File: src/hw/bcc_pkg.sv
// package of constants and types for the bridge current chopper
package bcc_pkg;
    // register byte offsets
    localparam logic [7:0] ADDR_CTRL = 8'h00;
    localparam logic [7:0] ADDR_OFF_TIME_PIN = 8'h04;
    localparam logic [7:0] ADDR_REF_A = 8'h08;
    localparam logic [7:0] ADDR_REF_B = 8'h0c;
    localparam logic [7:0] ADDR_STAT = 8'h10;
    localparam logic [7:0] ADDR_MASK = 8'h14;
    localparam logic [7:0] ADDR_STATE = 8'h18;
    // ctrl fields
    localparam int CTRL_EN_A = 0;
    localparam int CTRL_EN_B = 1;
    localparam int CTRL_DIR_A = 2;
    localparam int CTRL_DIR_B = 3;
    // reference fields: bit 8 sign (1 = negative), bits 7:0 magnitude
    localparam int REF_W = 8;
    localparam int REF_SIGN = 8;
    // status bits
    localparam int ST_TRIP_A = 0;
    localparam int ST_TRIP_B = 1;
    localparam int ST_OCP = 2;
    localparam int ST_THERM = 3;
    localparam int ST_W = 4;
    // off time
    localparam int CLK_MHZ = 40;
    localparam int OFF_TIME_PIN_MIN_US = 10;
    localparam int OFF_TIME_PIN_MAX_US = 150;
    localparam int OFF_TIME_PIN_MIN_CYC = OFF_TIME_PIN_MIN_US * CLK_MHZ;
    localparam int OFF_TIME_PIN_MAX_CYC = OFF_TIME_PIN_MAX_US * CLK_MHZ;
    localparam int CNT_W = 13;
    localparam logic [CNT_W-1:0] OFF_TIME_PIN_RST = 13'h05c8;
    localparam int SLOW_NUM = 5;
    localparam int SLOW_SHIFT = 3;
    localparam logic [31:0] RDATA_ZERO = 32'h0000_0000;

    typedef enum logic [1:0] {
        PH_ON = 2'b00,
        PH_SLOW = 2'b01,
        PH_FAST = 2'b10
    } bcc_phase_e;
endpackage

File: src/hw/bcc_chopper.sv
// two-bridge fixed off-time current chopper with protection and apb registers
// Contract
// - two independent choppers, one per full bridge
// - each compares its sensed voltage to its own target reference
// - sense above reference trips, starts off counter and decay
// - decay opens with slow decay, both low sides on
// - after five eighths of off time switch to fast decay
// - programmed off time covers slow plus fast decay
// - off time spans about 10 us to 150 us
// - zero current keeps all four switches off in every phase
// - forward: on hs1+ls2, slow both ls, fast ls1 only
// - reverse: on ls1+hs2, slow both ls, fast ls2 only
// - overcurrent or short disables stage, pulls fault line low
// - protection covers every output: ground, supply, output shorts, overload
// - after overcurrent hold disabled until fault line below release
// - thermal shutdown disables stage and pulls fault line low
// - thermal release only below shutdown temperature minus hysteresis
// - positive reference sign means current terminal 1 to 2
//
// Register access over APB and the placing of the registers were chosen for this implementation.
`timescale 1ns/10ps
module bcc_chopper (
    input wire logic pclk, // apb clock, 40 mhz
    input wire logic presetn, // async reset, active low
    input wire logic psel, // apb select
    input wire logic penable, // apb enable
    input wire logic pwrite, // apb direction
    input wire logic [7:0] paddr, // apb byte address
    input wire logic [31:0] pwdata, // apb write data
    output logic [31:0] prdata, // apb read data
    output logic pready, // apb ready
    output logic pslverr, // apb error
    input wire logic [1:0] sense_above_ref, // comparator outputs, per bridge
    input wire logic [1:0] overcurrent, // ocp/short detectors, per bridge
    input wire logic shutdown_temperature, // above shutdown point
    input wire logic temp_safe, // below shutdown minus hysteresis
    input wire logic fault_line_in, // en/fault pin level
    input wire logic fault_below_release, // en/fault under release level
    output logic fault_line_out, // en/fault pin drive value
    output logic fault_line_oe, // en/fault pull-down enable
    output logic [bcc_pkg::REF_W-1:0] target_reference_a, // dac code bridge a
    output logic [bcc_pkg::REF_W-1:0] target_reference_b, // dac code bridge b
    output logic [1:0] high_switch_term1, // per bridge
    output logic [1:0] low_switch_term1, // per bridge
    output logic [1:0] high_switch_term2, // per bridge
    output logic [1:0] low_switch_term2, // per bridge
    output logic irq // level interrupt
);
    // input synchronisers
    logic [1:0] cmp_s1_q, cmp_s2_q, ocp_s1_q, ocp_s2_q;
    logic [3:0] misc_s1_q, misc_s2_q;
    always_ff @(posedge pclk or negedge presetn)
    begin
        if (!presetn)
        begin
            cmp_s1_q <= 2'h0;
            cmp_s2_q <= 2'h0;
            ocp_s1_q <= 2'h0;
            ocp_s2_q <= 2'h0;
            misc_s1_q <= 4'h0;
            misc_s2_q <= 4'h0;
        end
        else
        begin
            cmp_s1_q <= sense_above_ref;
            cmp_s2_q <= cmp_s1_q;
            ocp_s1_q <= overcurrent;
            ocp_s2_q <= ocp_s1_q;
            misc_s1_q <= {shutdown_temperature, temp_safe, fault_line_in, fault_below_release};
            misc_s2_q <= misc_s1_q;
        end
    end
    logic therm_hot, therm_safe, fault_rel;
    assign therm_hot = misc_s2_q[3];
    assign therm_safe = misc_s2_q[2];
    assign fault_rel = misc_s2_q[0];

    // registers
    logic [3:0] ctrl_q;
    logic [bcc_pkg::CNT_W-1:0] off_time_pin_q;
    logic [bcc_pkg::REF_SIGN:0] ref_a_q, ref_b_q;
    logic [bcc_pkg::ST_W-1:0] stat_q, mask_q;
    logic wr, rd;
    assign wr = psel && penable && pwrite;
    assign rd = psel && penable && !pwrite;
    assign pready = 1'b1;

    function automatic logic addr_ok(input logic [7:0] a);
        addr_ok = (a == bcc_pkg::ADDR_CTRL) || (a == bcc_pkg::ADDR_OFF_TIME_PIN)
            || (a == bcc_pkg::ADDR_REF_A) || (a == bcc_pkg::ADDR_REF_B)
            || (a == bcc_pkg::ADDR_STAT) || (a == bcc_pkg::ADDR_MASK)
            || (a == bcc_pkg::ADDR_STATE);
    endfunction
    assign pslverr = psel && penable && !addr_ok(paddr);

    // off time clamp to supported span
    function automatic logic [bcc_pkg::CNT_W-1:0] clamp_off_time_pin(input logic [31:0] v);
        if (v < 32'(bcc_pkg::OFF_TIME_PIN_MIN_CYC))
            clamp_off_time_pin = bcc_pkg::CNT_W'(bcc_pkg::OFF_TIME_PIN_MIN_CYC);
        else if (v > 32'(bcc_pkg::OFF_TIME_PIN_MAX_CYC))
            clamp_off_time_pin = bcc_pkg::CNT_W'(bcc_pkg::OFF_TIME_PIN_MAX_CYC);
        else
            clamp_off_time_pin = v[bcc_pkg::CNT_W-1:0];
    endfunction

    always_ff @(posedge pclk or negedge presetn)
    begin
        if (!presetn)
        begin
            ctrl_q <= 4'h0;
            off_time_pin_q <= bcc_pkg::OFF_TIME_PIN_RST;
            ref_a_q <= 9'h000;
            ref_b_q <= 9'h000;
            mask_q <= 4'h0;
        end
        else if (wr)
        begin
            unique case (paddr)
                bcc_pkg::ADDR_CTRL: ctrl_q <= pwdata[3:0];
                bcc_pkg::ADDR_OFF_TIME_PIN: off_time_pin_q <= clamp_off_time_pin(pwdata);
                bcc_pkg::ADDR_REF_A: ref_a_q <= pwdata[bcc_pkg::REF_SIGN:0];
                bcc_pkg::ADDR_REF_B: ref_b_q <= pwdata[bcc_pkg::REF_SIGN:0];
                bcc_pkg::ADDR_MASK: mask_q <= pwdata[bcc_pkg::ST_W-1:0];
                default: ;
            endcase
        end
    end

    // protection
    logic ocp_latch_q, therm_latch_q;
    logic ocp_any, stage_off;
    assign ocp_any = |ocp_s2_q;
    always_ff @(posedge pclk or negedge presetn)
    begin
        if (!presetn)
            ocp_latch_q <= 1'b0;
        else if (ocp_any)
            ocp_latch_q <= 1'b1;
        else if (ocp_latch_q && fault_rel)
            ocp_latch_q <= 1'b0;
    end
    always_ff @(posedge pclk or negedge presetn)
    begin
        if (!presetn)
            therm_latch_q <= 1'b0;
        else if (therm_hot)
            therm_latch_q <= 1'b1;
        else if (therm_latch_q && therm_safe)
            therm_latch_q <= 1'b0;
    end
    assign stage_off = ocp_latch_q || therm_latch_q;
    assign fault_line_out = 1'b0;
    assign fault_line_oe = stage_off;

    // per bridge chopper
    bcc_pkg::bcc_phase_e phase_q [2];
    logic [bcc_pkg::CNT_W-1:0] cnt_q [2];
    logic [1:0] trip_ev;
    logic [bcc_pkg::CNT_W+2:0] slow_len;
    assign slow_len = (bcc_pkg::CNT_W+3)'((off_time_pin_q * bcc_pkg::SLOW_NUM) >> bcc_pkg::SLOW_SHIFT);

    for (genvar b = 0; b < 2; b++)
    begin : g_br
        logic [bcc_pkg::REF_SIGN:0] rf;
        logic en, zero, rev;
        assign rf = (b == 0) ? ref_a_q : ref_b_q;
        assign en = ctrl_q[b];
        assign zero = !en || (rf[bcc_pkg::REF_W-1:0] == 8'h00);
        assign rev = rf[bcc_pkg::REF_SIGN];
        assign trip_ev[b] = (phase_q[b] == bcc_pkg::PH_ON) && cmp_s2_q[b] && !zero;

        always_ff @(posedge pclk or negedge presetn)
        begin
            if (!presetn)
            begin
                phase_q[b] <= bcc_pkg::PH_ON;
                cnt_q[b] <= '0;
            end
            else
            begin
                unique case (phase_q[b])
                    bcc_pkg::PH_ON:
                    begin
                        if (trip_ev[b])
                        begin
                            phase_q[b] <= bcc_pkg::PH_SLOW;
                            cnt_q[b] <= off_time_pin_q - 13'h0001;
                        end
                    end
                    bcc_pkg::PH_SLOW:
                    begin
                        cnt_q[b] <= cnt_q[b] - 13'h0001;
                        if ({3'h0, off_time_pin_q - cnt_q[b]} >= slow_len)
                            phase_q[b] <= bcc_pkg::PH_FAST;
                    end
                    bcc_pkg::PH_FAST:
                    begin
                        if (cnt_q[b] == '0)
                            phase_q[b] <= bcc_pkg::PH_ON;
                        else
                            cnt_q[b] <= cnt_q[b] - 13'h0001;
                    end
                    default: phase_q[b] <= bcc_pkg::PH_ON;
                endcase
            end
        end

        logic hs1, ls1, hs2, ls2;
        always_comb
        begin
            hs1 = 1'b0;
            ls1 = 1'b0;
            hs2 = 1'b0;
            ls2 = 1'b0;
            if (!zero && !stage_off)
            begin
                unique case (phase_q[b])
                    bcc_pkg::PH_ON:
                    begin
                        hs1 = !rev;
                        ls2 = !rev;
                        ls1 = rev;
                        hs2 = rev;
                    end
                    bcc_pkg::PH_SLOW:
                    begin
                        ls1 = 1'b1;
                        ls2 = 1'b1;
                    end
                    default:
                    begin
                        ls1 = !rev;
                        ls2 = rev;
                    end
                endcase
            end
        end
        always_ff @(posedge pclk or negedge presetn)
        begin
            if (!presetn)
            begin
                high_switch_term1[b] <= 1'b0;
                low_switch_term1[b] <= 1'b0;
                high_switch_term2[b] <= 1'b0;
                low_switch_term2[b] <= 1'b0;
            end
            else
            begin
                high_switch_term1[b] <= hs1;
                low_switch_term1[b] <= ls1;
                high_switch_term2[b] <= hs2;
                low_switch_term2[b] <= ls2;
            end
        end
    end

    always_ff @(posedge pclk or negedge presetn)
    begin
        if (!presetn)
        begin
            target_reference_a <= 8'h00;
            target_reference_b <= 8'h00;
        end
        else
        begin
            target_reference_a <= ref_a_q[bcc_pkg::REF_W-1:0];
            target_reference_b <= ref_b_q[bcc_pkg::REF_W-1:0];
        end
    end

    // sticky status, set wins over write-one-to-clear
    logic [bcc_pkg::ST_W-1:0] ev, clr;
    assign ev = {therm_latch_q, ocp_latch_q, trip_ev};
    assign clr = (wr && paddr == bcc_pkg::ADDR_STAT) ? pwdata[bcc_pkg::ST_W-1:0] : 4'h0;
    always_ff @(posedge pclk or negedge presetn)
    begin
        if (!presetn)
            stat_q <= 4'h0;
        else
            stat_q <= (stat_q & ~clr) | ev;
    end
    always_ff @(posedge pclk or negedge presetn)
    begin
        if (!presetn)
            irq <= 1'b0;
        else
            irq <= |((stat_q & ~clr | ev) & mask_q);
    end

    // read data
    always_ff @(posedge pclk or negedge presetn)
    begin
        if (!presetn)
            prdata <= bcc_pkg::RDATA_ZERO;
        else if (psel && !penable && !pwrite)
        begin
            unique case (paddr)
                bcc_pkg::ADDR_CTRL: prdata <= {28'h0, ctrl_q};
                bcc_pkg::ADDR_OFF_TIME_PIN: prdata <= {19'h0, off_time_pin_q};
                bcc_pkg::ADDR_REF_A: prdata <= {23'h0, ref_a_q};
                bcc_pkg::ADDR_REF_B: prdata <= {23'h0, ref_b_q};
                bcc_pkg::ADDR_STAT: prdata <= {28'h0, stat_q};
                bcc_pkg::ADDR_MASK: prdata <= {28'h0, mask_q};
                bcc_pkg::ADDR_STATE: prdata <= {24'h0, 2'h0, stage_off, fault_line_oe,
                    phase_q[1], phase_q[0]};
                default: prdata <= bcc_pkg::RDATA_ZERO;
            endcase
        end
    end
endmodule // bcc_chopper

File: config.mk
export PLATFORM = sky130hd
export DESIGN_NAME = bcc_chopper
export DESIGN_NICKNAME = d
export VERILOG_FILES = /design/src/hw/bcc_pkg.sv /design/src/hw/bcc_chopper.sv
export SDC_FILE = /design/constraint.sdc
export NUM_CORES = 1
export LEC_CHECK = 0
export ABC_AREA = 1
export BUFFER_PORTS_ARGS = -buffer_cell sky130_fd_sc_hd__buf_2
export CAP_MARGIN = 20
export CORE_MARGIN = 2
export CORE_UTILIZATION = 45
export CTS_CLUSTER_DIAMETER = 30
export DETAILED_ROUTE_END_ITERATION = 12
export GPL_ROUTABILITY_DRIVEN = 0
export PLACE_DENSITY = 0.69
export SETUP_SLACK_MARGIN = 0.05
export SYNTH_ARGS = -nofsm -noshare
export SYNTH_HDL_FRONTEND = slang
export SYNTH_SLANG_ARGS = --single-unit
export TNS_END_PERCENT = 5
File: constraint.sdc
create_clock -name pclk -period 9.62 [get_ports pclk]
set_input_delay 2.886 -clock pclk [delete_from_list [all_inputs] [get_ports pclk]]
set_output_delay 2.886 -clock pclk [all_outputs]
set_load 0.01 [all_outputs]
==> results of run 1 <==
## area by class of cell
class                      instances  area [sq um]  share of cell area (%)
timing repair buffer              92           465                    4.76
multi-input combinational        811          4650                    47.6
tap                              234           293                    3.00
clock inverter                    15           149                    1.52
clock buffer                      17           425                    4.35
inverter                         161           604                    6.18
sequential                       127          3180                    32.6
## through the flow
| stage | hold slack (ns) | cell area, sq um | instances | utilization, % |
|---|---|---|---|---|
| detailed placement | 0.335 | 9200 | 1425 | 49.2 |
| CTS | 0.349 | 9770 | 1457 | 52.3 |
| global route | 0.355 | 9770 | 1457 | 52.3 |
| global placement | 0.332 | 9200 | 1425 | 49.2 |
| floorplan | 0.331 | 8670 | 1135 | - |
| finish | 0.347 | 9770 | 1457 | 52.3 |
## kinds of logic (layout without fill, tap and decap cells)
| family | after synthesis | count (layout) | synth area share (%) |
|---|---|---|---|
| buffers and inverters | 197 | 285 | 9.70 |
| DFF | 127 | 127 | 37.0 |
| and+or+nand+nor | 466 | 466 | 23.5 |
| adders and majority gates | 83 | 83 | 12.3 |
| AOI/OAI and AO/OA | 195 | 195 | 12.7 |
| other | 2 | 21 | 0.0873 |
| xor gates and xnor gates | 46 | 46 | 4.68 |
## routing by layer
metal / wire length, microns / track usage [%] / share of wire [%]
met5: 0 / 0 / 0
met4: 588 / 8.11 / 2.7
met3: 987 / 4.37 / 4.5
met2: 10100 / 37.0 / 46
met1: 10200 / 30.6 / 47
## state kept, by name, summed over array words and instances (netlist names), 3 cells and up
name,cells
off_time_pin_q,13
ctrl_q,4
mask_q,4
misc_s1_q,3
target_reference_a,8
cnt_q,26
g_br.rf,18
prdata,13
stat_q,4
target_reference_b,8
phase_q,4
misc_s2_q,3
## power by group through the flow
| stage | combinational (mW) | clock (mW) | sequential, mW |
|---|---|---|---|
| floorplan | 1.02 | 0 | 0.667 |
| global placement | 1.24 | 0 | 0.680 |
| detailed placement | 1.27 | 0 | 0.681 |
| CTS | 1.27 | 0.633 | 0.673 |
| global route | 1.47 | 0.659 | 0.685 |
| finish | 1.27 | 0.625 | 0.675 |
## worst paths after layout
check / start / end / depth (start not counted)
max in group asynchronous: presetn / target_reference_a[6]$_DFF_PN0_ / 2
setup / recovery: paddr[3] / pslverr / 5
min in group asynchronous: presetn / low_switch_term2[1]$_DFF_PN0_ / 1
hold / removal: misc_s1_q[0]$_DFF_PN0_ / misc_s2_q[0]$_DFF_PN0_ / 0
hold reg to reg: misc_s1_q[0]$_DFF_PN0_ / misc_s2_q[0]$_DFF_PN0_ / 0
setup reg to reg: off_time_pin_q[4]$_DFFE_PN0P_ / phase_q[0]$_DFFE_PN0P_ / 26
## cells in the final DEF, fill, tap and decap left out, types with 4 or more instances in the layout
cell / count
nor2_1: 73
dfstp_2: 5
xnor2_1: 15
o21ai_1: 11
conb_1: 21
inv_1: 154
a21oi_1: 43
a31oi_1: 11
nand2_1: 273
nand4_1: 13
nand2_2: 6
xor2_1: 31
nor3_1: 10
nand3_1: 64
o22ai_1: 9
inv_6: 6
dfrtp_1: 122
o211ai_1: 5
clkinvlp_4: 4
o21ai_0: 97
buf_2: 90
o221ai_1: 4
nor4_1: 10
ha_1: 80
inv_2: 5
clkbuf_16: 17
==> impl_metrics.csv, run 1 <==
group,metric,value,unit
outcome,status,"finished, final reports clean",
drt,drtPass1Iterations,4,
timing,setup_tns,0,ns
cts,clkTransAtPathRegs,0.06,ns
timing,slew_headroom,42.3,%
floorplan,initial_core_util,46.0,%
timing,worst_slack,2.52,ns
drt,viasPerCell,5.19,
timing,fin_crit_sh,73.8,%
drt,wl_per_cell,15.0,microns
floorplan,placement_rows,50,
cts,clkLatencyLatePin,0.42,ns
synth,syn_area_per_cell,7.71,sq um
drt,dr.first_iter.drc_count,453,
critical_path,cp_common_cell,"buf_2",
power,leakagePower,5.14,nW
grt,grt_start_max_net_pins,72,
critical_path,crit_family,"compound AO/OA/AOI/OAI gates",
placed_design,preCtsSetupSlack,2.55,ns
power,power,2.57,mW
cts,cts_max_path_buffers,2,
drt,drc,0,
drt,routed_wl,21.9,mm
timing,setup_viol,0,
power,sw_frac_of_total,43.8,%
synth,synth_cell_types,46,
cts,cts_tree,"yes",
cells_and_area,syn2layout_area_growth,13.6,%
cts,cts_setup_buffers,0,
cells_and_area,nFillCells,1782,
synth,synth_edf_count,0,
timing,rsz0062_at_grt,"no",
cts,clockRootBuffer,"clkbuf_16",
timing,period_minus_slack,7.10,ns
placed_design,io_buffer_count,91,
synth,synth_top_area_share,35.5,%
power,pwr-share-clk,24.3,%
power,switching_power,1.13,mW
grt,grt_pass1_wl,36.1,mm
grt,overflow,0,
synth,postSynthCellCount,1116,
run,maxCapViolations,0,
timing,skew,0.00849,ns
power,powerDensity,263,nW/um^2
cts,h-tree-depth,4,
grt,antenna_found_initial,0,
critical_path,crit_chain,"buf_2, inv_1, o311ai_0, and3_1, buf_2",
timing,fmax,141,MHz
synth,synthMostInstantiatedCell,"nand2_1",
timing,maxSlewViolCount,0,
timing,final-hold-violation-count,0,
critical_path,crit_type,"in2out",
synth,synth-seq-cells,127,
power,power_frac_seq,26.3,%
synth,synth_top_flop_cell,"dfrtp_1",
floorplan,dieArea,20200,sq um
floorplan,num_io_pins,114,
drt,vias,7569,
cts,ctsResizeCount,0,
critical_path,worstPathArrival,4.22,ns
cts,postCtsHoldBufs,0,
critical_path,cp-end-kind,"output port",
critical_path,critPathMaxStageDelay,0.74,ns
synth,yosysSeqAreaShare,37.0,%
placed_design,post-dp-hpwl,17.0,mm
cells_and_area,nNetsFinal,1346,
synth,yosys-top-cells-area,"dfrtp_1 35%, nand2_1 12%, ha_1 12%",
cells_and_area,antenna_cells,0,
critical_path,critPathMaxFanout,4,
cts,cts_sinks,127,
power,vdd_drop_max,133,uV
critical_path,r2r_slack,5.80,ns
grt,grt_usage,22.8,%
timing,worst_pin_slew,0.865,ns
cts,numCtsBuffers,17,
power,p_comb_share,49.4,%
critical_path,crit_path_start_kind,"input pin",
critical_path,critical-path-slowest-cell,"o311ai_0",
floorplan,chipWidth,142,microns
cells_and_area,drive_above_1_share,12.6,%
floorplan,die_h,142,microns
grt,grt_pass1_vias,7329,
drt,antenna_left,0,
synth,netlist_area,8600,sq um
power,p_int,1.44,mW
synth,synthArstFlopShare,100,%
synth,netlist_top_cells_count,"273 x nand2_1, 154 x inv_1, 122 x dfrtp_1",
synth,yosys.area.top_type,"dfrtp_1",
hold_path,hp-class,"reg2reg",
critical_path,cp.required,6.73,ns
synth,yosysWarnings,0,
floorplan,core-area,18700,sq um
critical_path,crit_buf_inv,3,
No activity file was read; power rests on OpenSTA's default activity.
==> inputs of run 2 (changes only) <==
--- a/config.mk
+++ b/config.mk
@@ -5,7 +5,7 @@
 export SDC_FILE = /design/constraint.sdc
 export NUM_CORES = 1
 export LEC_CHECK = 0
-export ABC_AREA = 1
+export ABC_AREA = 0
 export BUFFER_PORTS_ARGS = -buffer_cell sky130_fd_sc_hd__buf_2
 export CAP_MARGIN = 20
 export CORE_MARGIN = 2
@@ -13,7 +13,7 @@
 export CTS_CLUSTER_DIAMETER = 30
 export DETAILED_ROUTE_END_ITERATION = 12
 export GPL_ROUTABILITY_DRIVEN = 0
-export PLACE_DENSITY = 0.69
+export PLACE_DENSITY = 0.71
 export SETUP_SLACK_MARGIN = 0.05
 export SYNTH_ARGS = -nofsm -noshare
 export SYNTH_HDL_FRONTEND = slang
==> constraint.sdc (replaced) <==
create_clock -name pclk -period 6.2 [get_ports pclk]
set_input_delay 1.86 -clock pclk [delete_from_list [all_inputs] [get_ports pclk]]
set_output_delay 1.86 -clock pclk [all_outputs]
set_load 0.01 [all_outputs]
==> impl_metrics.csv, run 2 <==
group,metric,value,unit
outcome,status,"finished, final reports clean",
timing,worst_slack,1.34,ns
cts,clockRootBuffer,"clkbuf_16",
synth,yosys.area.top_type,"dfrtp_1",
floorplan,initial_core_util,45.4,%
critical_path,cp-end-kind,"output port",
synth,netlist_top_cells_count,"122 x dfrtp_1, 85 x nand2_1, 80 x ha_1",
grt,grt_usage,21.4,%
synth,muxShareOfSynthArea,6.73,%
synth,synth_top_area_share,36.2,%
power,p_int,2.29,mW
critical_path,cp_common_cell,"buf_2",
critical_path,worstPathArrival,3.00,ns
drt,antenna_left,0,
hold_path,min_path_cells,0,
power,powerDensity,396,nW/um^2
timing,setup_viol,0,
cells_and_area,largest_reg_flops,26,
floorplan,placement_rows,50,
timing,fin_crit_sh,78.4,%
critical_path,r2r_cells,20,
cts,cts_max_path_buffers,2,
power,sw_frac_of_total,39.9,%
cells_and_area,ff_latch_area,3180,sq um
synth,postSynthCellCount,898,
synth,synth_edf_count,0,
power,p_comb_share,46.1,%
critical_path,crit_chain,"buf_2, nor3_1, nand2_1, a31oi_1, nor2_1, buf_2",
power,vdd_drop_max,238,uV
cts,cts_sinks,127,
cts,clkTransAtPathRegs,0.05,ns
drt,viasPerCell,5.75,
drt,drtPass1Iterations,6,
synth,synthMostInstantiatedCell,"dfrtp_1",
cells_and_area,multi_input_area,4900,sq um
timing,fmax,206,MHz
critical_path,reg2reg_from,"off_time_pin_q[1]$_DFFE_PN0P_",
placed_design,io_buffer_count,91,
grt,grt_pass1_wl,33.7,mm
synth,yosysSeqAreaShare,37.7,%
timing,slew_headroom,42.4,%
synth,synthAdderAreaFrac,12.8,%
synth,synth-xor-area-share,4.53,%
critical_path,r2r_slack,1.71,ns
critical_path,crit_buf_inv,2,
synth,synth_top_flop_cell,"dfrtp_1",
critical_path,critPathMaxStageDelay,0.39,ns
power,pwr-share-clk,26.6,%
timing,setup_tns,0,ns
drt,wl_per_cell,17.1,microns
cells_and_area,antenna_cells,0,
power,power_frac_seq,27.3,%
critical_path,r2r_end,"phase_q[0]$_DFFE_PN0P_",
synth,synth-simple-area-share,15.3,%
cts,ctsResizeCount,0,
cells_and_area,nNetsFinal,1122,
floorplan,dieArea,19900,sq um
synth,synth_compound_area_share,17.7,%
cells_and_area,regMostFlops,"cnt_q",
cells_and_area,syn2layout_area_growth,14.3,%
synth,synth_cell_types,79,
cts,cts_setup_buffers,0,
cts,cts_tree,"yes",
floorplan,chipWidth,141,microns
floorplan,core-area,18600,sq um
drt,vias,7084,
cts,clkLatencyLatePin,0.42,ns
critical_path,cp.required,4.34,ns
drt,drc,0,
synth,synth-seq-cells,127,
hold_path,hp-class,"reg2reg",
run,maxCapViolations,0,
cells_and_area,nFillCells,1684,
timing,skew,0.00642,ns
synth,netlist_area,8440,sq um
grt,antenna_found_initial,0,
placed_design,post-dp-hpwl,15.8,mm
placed_design,preCtsSetupSlack,1.39,ns
grt,grt_pass1_vias,6580,
power,switching_power,1.52,mW
timing,worst_pin_slew,0.856,ns
timing,maxSlewViolCount,0,
cells_and_area,final_cell_mix,"122 x dfrtp_1, 90 x buf_2, 85 x nand2_1",
grt,grt_start_max_net_pins,61,
synth,syn_area_per_cell,9.40,sq um
power,leakagePower,4.63,nW
drt,routed_wl,21.1,mm
critical_path,crit_type,"in2out",
critical_path,critPathMaxFanout,7,
timing,final-hold-violation-count,0,
grt,overflow,0,
cts,h-tree-depth,4,
floorplan,die_h,141,microns
synth,synth_top_family_by_area,"compound AO/OA/AOI/OAI gates",
synth,yosys-top-cells-area,"dfrtp_1 36%, ha_1 12%, a21oi_1 4.0%",
drt,dr.first_iter.drc_count,571,
hold_path,min_from,"ocp_s1_q[0]$_DFF_PN0_",
critical_path,critical-path-slowest-cell,"nor3_1",
floorplan,num_io_pins,114,
cts,postCtsHoldBufs,0,
critical_path,crit_path_start_kind,"input pin",
timing,period_minus_slack,4.86,ns
synth,synthArstFlopShare,100,%
critical_path,crit_family,"simple AND/OR/NAND/NOR gates",
hold_path,min_to,"ocp_s2_q[0]$_DFF_PN0_",
cts,numCtsBuffers,17,
power,power,3.82,mW
timing,rsz0062_at_grt,"no",
cells_and_area,layout_commonest_cell,"dfrtp_1",
synth,yosysWarnings,0,
cells_and_area,drive_above_1_share,18.3,%
[run 2: changes by cell type after synthesis, sizes merged, moves of 9 or more]
| cell | before | now |
|---|---|---|
| nand2 | 279 | 87 |
| inv | 159 | 51 |
| nand3 | 67 | 22 |
| o21ai | 108 | 72 |
| a21oi | 43 | 70 |
| mux2 | 0 | 27 |
| nor2 | 76 | 54 |
| mux2i | 0 | 17 |
| a21o | 0 | 16 |
| nand2b | 0 | 14 |
| xor2 | 31 | 18 |
| o21a | 0 | 10 |
| xnor2 | 15 | 24 |
[run 2: metal layers]
layer	track usage (%)	part of all wire [%]
met3	4.11	7.4
met5	1.25	0
met1	30.1	45
met4	6.53	2.0
met2	33.7	45
[run 2: worst register-to-register path, delay by kind of cell (launching register included)]
family,cells,cell delay [ns]
xor+xnor,1,0.16
buf+inv,1,0.06
compound gates,7,1.28
simple gates,7,1.13
fa+ha+maj,4,1.22
flops,1,0.53
[run 2: layout make-up]
type / instances / area share (%)
tap: 234 / 3.04
inverter: 51 / 1.98
timing repair buffer: 93 / 4.90
sequential: 127 / 33.0
clock inverter: 13 / 1.73
multi-input combinational: 696 / 50.8
clock buffer: 19 / 4.59
[run 2: through the flow]
step | util [%] | instance area, sq um | instances | hold WS [ns]
CTS | 51.9 | 9650 | 1233 | 0.348
floorplan | - | 8510 | 917 | 0.331
detailed placement | 48.6 | 9040 | 1201 | 0.336
global placement | 48.6 | 9040 | 1201 | 0.332
global route | 51.9 | 9650 | 1233 | 0.354
finish | 51.9 | 9650 | 1233 | 0.347
[run 2: kinds of logic after synthesis]
| group | after synthesis |
|---|---|
| mux | 48 |
| xor+xnor | 42 |
| compound gates | 239 |
| other cells | 2 |
| flops | 127 |
| buf+inv | 94 |
| fa+ha+maj | 85 |
| simple gates | 261 |
[run 2: power by group through the flow]
stage                     sequential [mW]  combinational [mW]  clock [mW]
after floorplan                      1.02                1.38           0
after global routing                 1.06                1.98        1.06
after global placement               1.05                1.68           0
after CTS                            1.04                1.74        1.02
after detailed placement             1.05                1.72           0
final                                1.04                1.76        1.01
[run 2: worst max-delay path by stage]
stage               startpoint  endpoint  slack (ns)  depth (start not counted)
floorplan             paddr[3]   pslverr        1.49                          4
global placement      paddr[1]   pslverr        1.40                          6
detailed placement    paddr[1]   pslverr        1.39                          6
CTS                   paddr[1]   pslverr        1.34                          6
global route          paddr[1]   pslverr        1.21                          6
finish                paddr[1]   pslverr        1.34                          6
